$ cat src/common/srnvg_pkg.sv
// Constants, types and the register map of the reset and non-maskable vector generator.
package srnvg_pkg;
	localparam int NSRC   = 22;
	localparam int RST_LO = 0;
	localparam int RST_HI = 13;
	localparam int SYS_LO = 14;
	localparam int SYS_HI = 19;
	localparam int USR_LO = 20;
	localparam int USR_HI = 21;

	// Source bit order inside each group follows the vector code, smallest first.
	localparam logic [7:0] CODE [NSRC] = '{
		8'h02, 8'h04, 8'h06, 8'h08, 8'h0A, 8'h0E, 8'h14,
		8'h16, 8'h18, 8'h1A, 8'h1C, 8'h1E, 8'h20, 8'h24,
		8'h02, 8'h04, 8'h12, 8'h14, 8'h16, 8'h18,
		8'h02, 8'h04
	};
	localparam logic [7:0] CODE_NONE = 8'h00;

	localparam logic [11:0] USR_IDX   = 12'h15A;
	localparam logic [11:0] SYS_IDX   = 12'h15C;
	localparam logic [11:0] RST_IDX   = 12'h15E;
	localparam logic [11:0] USR_ADDR  = {USR_IDX[9:0], 2'h0};
	localparam logic [11:0] SYS_ADDR  = {SYS_IDX[9:0], 2'h0};
	localparam logic [11:0] RST_ADDR  = {RST_IDX[9:0], 2'h0};
	localparam logic [11:0] STAT_ADDR = 12'h580;
	localparam logic [11:0] MASK_ADDR = 12'h584;

	localparam int NST    = 3;
	localparam int ST_SYS = 0;
	localparam int ST_USR = 1;
	localparam int ST_RST = 2;
	localparam logic [NST-1:0]  STAT_RST = 3'h4;
	localparam logic [NST-1:0]  MASK_RST = 3'h0;
	localparam logic [NSRC-1:0] PEND_RST = 22'h000001;

	typedef logic [4:0] srnvg_idx_t;

	typedef enum logic [5:0] {
		SEL_NONE = 6'b000001,
		SEL_USR  = 6'b000010,
		SEL_SYS  = 6'b000100,
		SEL_RST  = 6'b001000,
		SEL_STAT = 6'b010000,
		SEL_MASK = 6'b100000
	} srnvg_sel_e;

	typedef struct packed {
		logic        psel;
		logic        penable;
		logic        pwrite;
		logic [11:0] paddr;
		logic [31:0] pwdata;
	} srnvg_apb_req_s;

	typedef struct packed {
		logic        pready;
		logic        pslverr;
		logic [31:0] prdata;
	} srnvg_apb_rsp_s;

	// Last field is bit 0; order matches CODE.
	typedef struct packed {
		logic usr_osc_fault;
		logic usr_pin_nmi;
		logic sys_nvm_correctable;
		logic sys_mailbox_out;
		logic sys_mailbox_in;
		logic sys_vacant_access;
		logic sys_nvm_uncorrectable;
		logic sys_supervisor_lp_entry;
		logic rst_fll_unlock;
		logic rst_power_mgmt_key;
		logic rst_periph_fetch;
		logic rst_nvm_uncorrectable;
		logic rst_nvm_controller_key;
		logic rst_watchdog_key;
		logic rst_watchdog_expiry;
		logic rst_sw_power_on;
		logic rst_high_supervisor;
		logic rst_security;
		logic rst_lpm_wakeup;
		logic rst_sw_brownout;
		logic rst_reset_pin;
		logic rst_brownout;
	} srnvg_evt_s;
endpackage

$ cat src/design/srnvg_top.sv
// Reset cause and non-maskable vector generator with an APB register slave.
//
// Design decision made here: the APB interface to the registers.

module srnvg_top (
	input  wire logic                     clk_in,
	input  wire logic                     nrst_in,
	input  wire srnvg_pkg::srnvg_apb_req_s apb_in,
	input  wire srnvg_pkg::srnvg_evt_s     evt_in,
	output srnvg_pkg::srnvg_apb_rsp_s      apb_out,
	output logic                          irq_out
);
	logic [srnvg_pkg::NSRC-1:0] ev;
	logic [srnvg_pkg::NSRC-1:0] pend_ff;
	logic [srnvg_pkg::NSRC-1:0] nxt_pend;
	logic [srnvg_pkg::NSRC-1:0] clr_vec;
	logic [srnvg_pkg::NST-1:0]  stat_ff;
	logic [srnvg_pkg::NST-1:0]  nxt_stat;
	logic [srnvg_pkg::NST-1:0]  mask_ff;
	logic [srnvg_pkg::NST-1:0]  nxt_mask;
	logic [srnvg_pkg::NST-1:0]  set_stat;
	logic [31:0]                rdata_ff;
	logic [31:0]                nxt_rdata;
	logic                       err_ff;
	logic                       nxt_err;
	srnvg_pkg::srnvg_idx_t      ridx_ff;
	srnvg_pkg::srnvg_idx_t      nxt_ridx;
	logic                       rvld_ff;
	logic                       nxt_rvld;
	srnvg_pkg::srnvg_sel_e      sel;
	logic                       setup;
	logic                       acc;
	logic                       rclr;
	logic                       usr_v;
	logic                       sys_v;
	logic                       rst_v;
	srnvg_pkg::srnvg_idx_t      usr_i;
	srnvg_pkg::srnvg_idx_t      sys_i;
	srnvg_pkg::srnvg_idx_t      rst_i;

	// Lowest index within the group wins because codes ascend with index.
	function automatic logic [5:0] first_set(
		input logic [srnvg_pkg::NSRC-1:0] p,
		input int                         lo,
		input int                         hi
	);
		logic [5:0] r;
		r = 6'h00;
		for (int i = hi; i >= lo; i--) begin
			if (p[i]) begin
				r = {1'b1, 5'(i)};
			end
		end
		return r;
	endfunction

	assign ev    = evt_in;
	assign setup = apb_in.psel & ~apb_in.penable;
	// The slave never inserts wait states, so every access phase completes.
	assign acc   = apb_in.psel & apb_in.penable;
	assign rclr  = acc & ~apb_in.pwrite & rvld_ff;

	assign {usr_v, usr_i} = first_set(pend_ff, srnvg_pkg::USR_LO, srnvg_pkg::USR_HI);
	assign {sys_v, sys_i} = first_set(pend_ff, srnvg_pkg::SYS_LO, srnvg_pkg::SYS_HI);
	assign {rst_v, rst_i} = first_set(pend_ff, srnvg_pkg::RST_LO, srnvg_pkg::RST_HI);

	always_comb begin
		case (apb_in.paddr)
			srnvg_pkg::USR_ADDR:  sel = srnvg_pkg::SEL_USR;
			srnvg_pkg::SYS_ADDR:  sel = srnvg_pkg::SEL_SYS;
			srnvg_pkg::RST_ADDR:  sel = srnvg_pkg::SEL_RST;
			srnvg_pkg::STAT_ADDR: sel = srnvg_pkg::SEL_STAT;
			srnvg_pkg::MASK_ADDR: sel = srnvg_pkg::SEL_MASK;
			default:              sel = srnvg_pkg::SEL_NONE;
		endcase
	end

	// A new event of a source wins over the read that clears it in the same cycle.
	genvar g;
	generate
		for (g = 0; g < srnvg_pkg::NSRC; g++) begin : g_pend
			assign clr_vec[g]  = rclr & (ridx_ff == 5'(g));
			assign nxt_pend[g] = ev[g] | (pend_ff[g] & ~clr_vec[g]);
		end
	endgenerate

	assign set_stat[srnvg_pkg::ST_SYS] = |ev[srnvg_pkg::SYS_HI:srnvg_pkg::SYS_LO];
	assign set_stat[srnvg_pkg::ST_USR] = |ev[srnvg_pkg::USR_HI:srnvg_pkg::USR_LO];
	assign set_stat[srnvg_pkg::ST_RST] = |ev[srnvg_pkg::RST_HI:srnvg_pkg::RST_LO];

	// Read data is latched in the setup cycle so the access phase sees a stable word.
	always_comb begin
		nxt_rdata = rdata_ff;
		nxt_err   = err_ff;
		nxt_ridx  = ridx_ff;
		nxt_rvld  = 1'b0;
		nxt_stat  = stat_ff | set_stat;
		nxt_mask  = mask_ff;
		if (setup) begin
			nxt_err   = 1'b0;
			nxt_rdata = 32'h00000000;
			nxt_ridx  = 5'h00;
			case (sel)
				srnvg_pkg::SEL_USR: begin
					nxt_rvld = usr_v & ~apb_in.pwrite;
					nxt_ridx = usr_i;
					nxt_rdata[7:0] = usr_v ? srnvg_pkg::CODE[usr_i] : srnvg_pkg::CODE_NONE;
				end
				srnvg_pkg::SEL_SYS: begin
					nxt_rvld = sys_v & ~apb_in.pwrite;
					nxt_ridx = sys_i;
					// Codes 02h, 04h, 12h, 14h, 16h and 18h.
					nxt_rdata[7:0] = sys_v ? srnvg_pkg::CODE[sys_i] : srnvg_pkg::CODE_NONE;
				end
				srnvg_pkg::SEL_RST: begin
					nxt_rvld = rst_v & ~apb_in.pwrite;
					nxt_ridx = rst_i;
					// Codes 02h through 24h, brownout first and lock loss last.
					nxt_rdata[7:0] = rst_v ? srnvg_pkg::CODE[rst_i] : srnvg_pkg::CODE_NONE;
				end
				srnvg_pkg::SEL_STAT: begin
					nxt_rdata[srnvg_pkg::NST-1:0] = stat_ff;
				end
				srnvg_pkg::SEL_MASK: begin
					nxt_rdata[srnvg_pkg::NST-1:0] = mask_ff;
				end
				default: begin
					nxt_err = 1'b1;
				end
			endcase
		end
		if (acc & apb_in.pwrite) begin
			case (sel)
				srnvg_pkg::SEL_STAT: begin
					nxt_stat = (stat_ff & ~apb_in.pwdata[srnvg_pkg::NST-1:0]) | set_stat;
				end
				srnvg_pkg::SEL_MASK: begin
					nxt_mask = apb_in.pwdata[srnvg_pkg::NST-1:0];
				end
				default: begin
					nxt_mask = mask_ff;
				end
			endcase
		end
	end

	// Brownout is pending after reset since this block is itself cleared by it.
	always_ff @(posedge clk_in or negedge nrst_in) begin
		if (!nrst_in) begin
			pend_ff  <= srnvg_pkg::PEND_RST;
			stat_ff  <= srnvg_pkg::STAT_RST;
			mask_ff  <= srnvg_pkg::MASK_RST;
			rdata_ff <= 32'h00000000;
			err_ff   <= 1'b0;
			ridx_ff  <= 5'h00;
			rvld_ff  <= 1'b0;
		end else begin
			pend_ff  <= nxt_pend;
			stat_ff  <= nxt_stat;
			mask_ff  <= nxt_mask;
			rdata_ff <= nxt_rdata;
			err_ff   <= nxt_err;
			ridx_ff  <= nxt_ridx;
			rvld_ff  <= nxt_rvld;
		end
	end

	assign apb_out.pready  = 1'b1;
	assign apb_out.pslverr = err_ff;
	assign apb_out.prdata  = rdata_ff;
	assign irq_out         = |(stat_ff & mask_ff);

	// Group views let each check name the lowest pending source of its own group.
	logic                       rd_setup;
	logic                       vec_sel;
	logic [srnvg_pkg::NSRC-1:0] rst_only;
	logic [srnvg_pkg::NSRC-1:0] sys_only;
	assign rd_setup = setup & ~apb_in.pwrite;
	assign vec_sel  = (sel == srnvg_pkg::SEL_USR) | (sel == srnvg_pkg::SEL_SYS) |
		(sel == srnvg_pkg::SEL_RST);
	assign rst_only = pend_ff & 22'h003FFF;
	assign sys_only = pend_ff & 22'h0FC000;
endmodule

$ cat config.mk
export PLATFORM = sky130hd
export DESIGN_NAME = srnvg_top
export DESIGN_NICKNAME = d
export VERILOG_FILES = /design/src/common/srnvg_pkg.sv /design/src/design/srnvg_top.sv
export SDC_FILE = /design/constraint.sdc
export NUM_CORES = 1
export LEC_CHECK = 0
export BUFFER_PORTS_ARGS = -buffer_cell sky130_fd_sc_hd__clkbuf_2
export CAP_MARGIN = 10
export CORE_UTILIZATION = 26
export DETAILED_ROUTE_END_ITERATION = 12
export PLACE_DENSITY_LB_ADDON = 0.25
export SYNTH_ARGS = -nofsm -noshare
export SYNTH_HDL_FRONTEND = slang
export SYNTH_SLANG_ARGS = --single-unit
$ cat constraint.sdc
create_clock -name clk_in -period 5.6 [get_ports clk_in]
set_input_delay 1.12 -clock clk_in [delete_from_list [all_inputs] [get_ports clk_in]]
set_output_delay 1.12 -clock clk_in [all_outputs]
set_load 0.01 [all_outputs]
==> results of run 1 <==
## per-layer routing
| layer | part of all wire, % | GRT usage (%) |
|---|---|---|
| met1 | 48 | 17.1 |
| met2 | 47 | 20.8 |
| met3 | 4.4 | 3.06 |
| met4 | 1.0 | 3.72 |
| met5 | 0 | 0 |
## final cells by class
class / count / area (um^2) / share of cell area [%]
timing repair buffer: 49 / 245 / 7.91
inverter: 11 / 41.3 / 1.33
clock buffer: 7 / 86.3 / 2.79
clock inverter: 1 / 30.0 / 0.969
sequential: 41 / 1030 / 33.2
tap: 136 / 170 / 5.49
multi-input combinational: 240 / 1500 / 48.3
## cells in the final DEF, fill, tap and decap left out, types with 6 or more instances in the layout
cell and count:
clkbuf_2 49, dfrtp_1 39, nand2_1 37, nor2_1 30, conb_1 27, a21o_1 22, nand3_1 13, inv_1 11
a21oi_1 8, o21ai_0 7, o21ai_1 6, ha_1 6, clkbuf_8 6
## registers in the layout (all words and copies together), names as in the netlist
name / flops
err_ff: 1
rvld_ff: 1
pend_ff: 22
stat_ff: 3
mask_ff: 3
ridx_ff: 5
rdata_ff: 6
## per-stage QoR
stage	area (um^2)	worst slack (ps)	utilization, %
3_5_place_dp	2980	2800	29.0
6_report	3100	2920	30.2
2_1_floorplan	2830	3140	-
3_3_place_gp	2980	2780	29.0
4_1_cts	3100	2910	30.2
5_1_grt	3100	2690	30.2
## cells by family (layout without fill, tap and decap cells)
group,Yosys count,after routing,synth area share (%)
AND/OR/NAND/NOR,123,123,25.4
AO/OA/AOI/OAI,77,77,20.1
buffers and inverters,46,68,11.2
flip-flops,41,41,37.6
multiplexers,7,7,2.74
adder cells (fa/ha/maj),6,6,2.74
other,2,27,0.274
## power by group
group / switching (mW) / internal, mW
Sequential: 0.00181 / 0.298
Clock: 0.103 / 0.145
Combinational: 0.0344 / 0.0176
## final timing paths
kind,slack (ps),depth (start not counted),to
hold / removal,480,2,rdata_ff[0]
min in group asynchronous,990,1,err_ff
max in group asynchronous,3950,1,pend_ff[3]
setup / recovery,2920,10,rdata_ff[1]
setup reg to reg,2920,10,rdata_ff[1]
hold reg to reg,480,2,rdata_ff[0]
## worst reg2reg max path, cell delays in order, from the launching register on
cell       delay [ps]
dfrtp_1           460
nand2b_1          180
a221oi_1          340
o221ai_1          270
a21oi_1           400
inv_1             140
ha_1              200
and2b_1           150
o21ai_0           200
o2111ai_1         180
nand2_1           110
==> results.tsv, run 1 <==
metric	value	unit
first_pass_iters	4	
outcome	finished clean	
cts_tree	done	
io_pins	106	
port_buffers	49	
ys_warn_count	0	
power	0.600	mW
netlist.top_cell.by_area	dfrtp_1	
synth_cell_type_count	67	
synth_ff_type	dfrtp_1	
final_nets	425	
setup_tns	0	ps
power_density	193	nW/um^2
cp_slowest_cell	dfrtp_1	
diodes	0	
first_iter_violations	108	
gp_congestion	0.740	
fmax	373	MHz
grt_overflow_total	0	
max_slew_margin	30.4	%
num_vias	2269	
die_w	105	um
path_cells	nand2b_1 > a221oi_1 > o221ai_1 > a21oi_1 > inv_1 > ha_1 > and2b_1 > o21ai_0 > o2111ai_1 > nand2_1	
yosysSeqAreaShare	37.6	%
hp-start	rdata_ff[0]	
vdd_drop_max	86.7	uV
cp-end-kind	flop	
cpPeakStageDelay	460	ps
antenna_found_initial	0	
cp_max_fo	4	
period_share	47.9	%
coreArea	10300	um^2
final_antenna_net_count	0	
worstHoldPathType	reg -> reg	
post_drt_wl_per_cell	13.8	um
finalMaxSlewViolations	0	
start_util	26.6	%
leakagePower	1.32	nW
max_cap_violations	0	
worst_slew_pin_slew	1040	ps
cts_sinks	41	
rsz0062_at_grt	no	
async_flop_share	100	%
fin_crit	2680	ps
cts.path.max_buffers	2	
crit_path_start	pend_ff[12]	
via_per_inst	4.68	
holdWs	481	ps
drc	0	
synth_top_area_share	35.6	%
final_hold_viol_count	0	
cts.clk_slew.worst_paths	80	ps
synthCells	302	
h-tree-depth	2	
yosysMostFrequentCell	dfrtp_1	
root_buffer	clkbuf_8	
syn_to_final_growth	13.2	%
hpwl	5.40	mm
ctsResizeCount	0	
first_global_vias	2204	
clock_latency	290	ps
cp_data_required_time	5830	ps
grt_max_degree	42	
critPathArrivalTime	2910	ps
synth_enable_flop_cells	0	
layout-drive-gt1-share	22.1	%
ys_seq_elements	41	
cp_top_family	compound AO/OA/AOI/OAI gates	
cts_hold_buf	0	
start_kind	flop	
yosys-top-cells-count	dfrtp_1 (39), nand2_1 (37), nor2_1 (30), buf_4 (28), a21o_1 (22)	
path_buf_inv	1	
die-area	10900	um^2
grt_pass1_wl	11.3	mm
mappedNetlistArea	2740	um^2
die_y	105	um
drt-total-wl	6.71	mm
yosys-top-cells-area	dfrtp_1 (36%), buf_4 (7.7%), a21o_1 (6.0%), nand2_1 (5.1%), nor2_1 (4.1%)	
syn_area_per_cell	9.07	um^2
placed_cells	477	
finClkSkew	6.23	ps
setup_viol	0	
critPathKind	reg -> reg	
fillers	1125	
fin_cells	485	
grt_use_total	12.9	%
rows	37	
numCtsBuffers	5	
cts_setup_buffers	0	
reg2reg_from	pend_ff[12]	
Note: power is estimated with default switching activity, not from simulation.
==> run 2: changes to the inputs <==
Clock period 5.6 ns to 2.7 ns, I/O delays scaled along.
==> results.tsv, run 2 (synthesis results as in run 1) <==
metric	value	unit	change
hpwl	5.56	mm	was 5.40 mm
rows	37		unchanged
cts_sinks	41		unchanged
final_cell_mix	clkbuf_2 (49), dfrtp_1 (39), nand2_1 (37), nor2_1 (30), conb_1 (27)		unchanged
post_drt_wl_per_cell	14.1	um	was 13.8 um
fmax	424	MHz	was 373 MHz
io_pins	106		unchanged
cp_max_fo	3		was 4
final_antenna_net_count	0		unchanged
finalMaxSlewViolations	0		unchanged
root_buffer	clkbuf_8		unchanged
setup_tns	0	ps	unchanged
grt_use_total	13.3	%	was 12.9%
largest_register_ffs	22		unchanged
power_density	364	nW/um^2	was 193 nW/um^2
die-area	10900	um^2	unchanged
start_kind	flop		unchanged
reg.largest.list	pend_ff x22, rdata_ff x6, ridx_ff x5		unchanged
critPathKind	reg -> reg		unchanged
first_global_vias	2300		was 2,204
final_nets	433		was 425
layout-drive-gt1-share	23.8	%	was 22.1%
cts.clk_slew.worst_paths	80	ps	about the same
setup_viol	0		unchanged
outcome	finished clean		unchanged
period_share	87.4	%	was 47.9%
start_util	26.6	%	unchanged
coreArea	10300	um^2	unchanged
cts_setup_buffers	0		unchanged
cts.path.max_buffers	2		unchanged
grt_max_degree	42		unchanged
cp_data_required_time	2930	ps	was 5830 ps
comb_power_share	9.8	%	was 8.7%
switching_share	26.5	%	was 23.2%
leakagePower	1.33	nW	was 1.32 nW
finClkSkew	7.69	ps	was 6.23 ps
h-tree-depth	2		unchanged
worst_slew_pin_slew	594	ps	was 1040 ps
place_area	3040	um^2	was 2980 um^2
rsz0062_at_grt	no		unchanged
via_per_inst	4.73		was 4.68
cts_hold_buf	0		unchanged
max_slew_margin	60.1	%	was 30.4%
cp-end-kind	flop		unchanged
stdcell_area	3130	um^2	was 3100 um^2
clock_latency	290	ps	about the same
drc	0		unchanged
die_y	105	um	unchanged
p_seq_share	54.4	%	was 49.9%
p_int	0.838	mW	was 0.461 mW
diodes	0		unchanged
first_iter_violations	90		was 108
drt-total-wl	6.97	mm	was 6.71 mm
grt_pass1_wl	11.6	mm	was 11.3 mm
syn_to_final_growth	14.3	%	was 13.2%
critPathArrivalTime	2590	ps	was 2910 ps
antenna_found_initial	0		unchanged
top_register	pend_ff		unchanged
grt_overflow_total	0		unchanged
final_hold_viol_count	0		unchanged
num_vias	2332		was 2,269
max_cap_violations	0		unchanged
vdd_drop_max	196	uV	was 86.7 uV
gp_congestion	0.737		was 0.740
numCtsBuffers	5		unchanged
p_switching	0.303	mW	was 0.139 mW
worstHoldPathType	in -> async		was reg -> reg
cts_tree	done		unchanged
first_pass_iters	4		unchanged
final_common_cell	clkbuf_2		unchanged
die_w	105	um	unchanged
ctsResizeCount	0		unchanged
fin_crit	2360	ps	was 2680 ps
clkPwrFrac	35.8	%	was 41.4%
port_buffers	49		unchanged
run 2: cell types whose count changed in the layout (fill, tap and decap cells not counted):
cell        delta
bufinv_16      -1
clkinvlp_4     +2
buf_4          +8
clkbuf_8       -1
run 2: critical path, cell delays in order, from the launching register on:
cell and delay (ps):
dfrtp_1 380, nand2b_1 140, a221oi_1 320, o221ai_1 270, a21oi_1 270, inv_1 110
ha_1 180, and2b_1 160, o21ai_0 180, o2111ai_1 170, nand2_1 110
run 2: area by class of cell:
type	instances	area [um^2]
Fill cell	1131	7150
Multi-Input combinational cell	240	1500
Clock inverter	2	15.0
Inverter	11	41.3
Tap cell	136	170
Sequential cell	41	1030
Timing Repair Buffer	57	305
Clock buffer	6	72.6
run 2: path summary, 6_finish.rpt:
path | startpoint | endpoint | slack [ps] | cells past startpoint
max reg2reg | pend_ff[12] | rdata_ff[1] | 340 | 10
min | nrst_in | err_ff | 310 | 2
min reg2reg | rdata_ff[0] | rdata_ff[0] | 480 | 2
max | pend_ff[12] | rdata_ff[1] | 340 | 10
min in group clk_in | evt_in[15] | pend_ff[15] | 440 | 2
max in group asynchronous | nrst_in | pend_ff[0] | 2000 | 2
run 2: power by group through the flow:
stage / clock, mW / sequential (mW) / combinational, mW
2_1_floorplan: 0 / 0.633 / 0.0813
3_5_place_dp: 0 / 0.633 / 0.113
5_1_grt: 0.449 / 0.622 / 0.126
6_report: 0.409 / 0.621 / 0.111
4_1_cts: 0.429 / 0.621 / 0.113
3_3_place_gp: 0 / 0.633 / 0.112
run 2: metrics by stage:
step	power, mW	hold slack (ps)	std cells	setup slack, ps	utilization (%)
4_1_cts	1.16	330	493	309	30.5
6_report	1.14	312	493	340	30.5
5_1_grt	1.20	359	493	69.5	30.5
2_1_floorplan	0.714	244	327	624	-
3_3_place_gp	0.745	463	485	372	29.6
3_5_place_dp	0.746	465	485	341	29.6
run 2: routing by layer:
layer	up-vias	routed length [um]	track usage [%]	part of all wire [%]
met5	-	0	0	0
met4	0	36	2.72	0.52
met3	2	281	2.74	4.0
met2	61	3300	21.9	47
met1	1132	3350	17.9	48
li1	1137	-	-	-
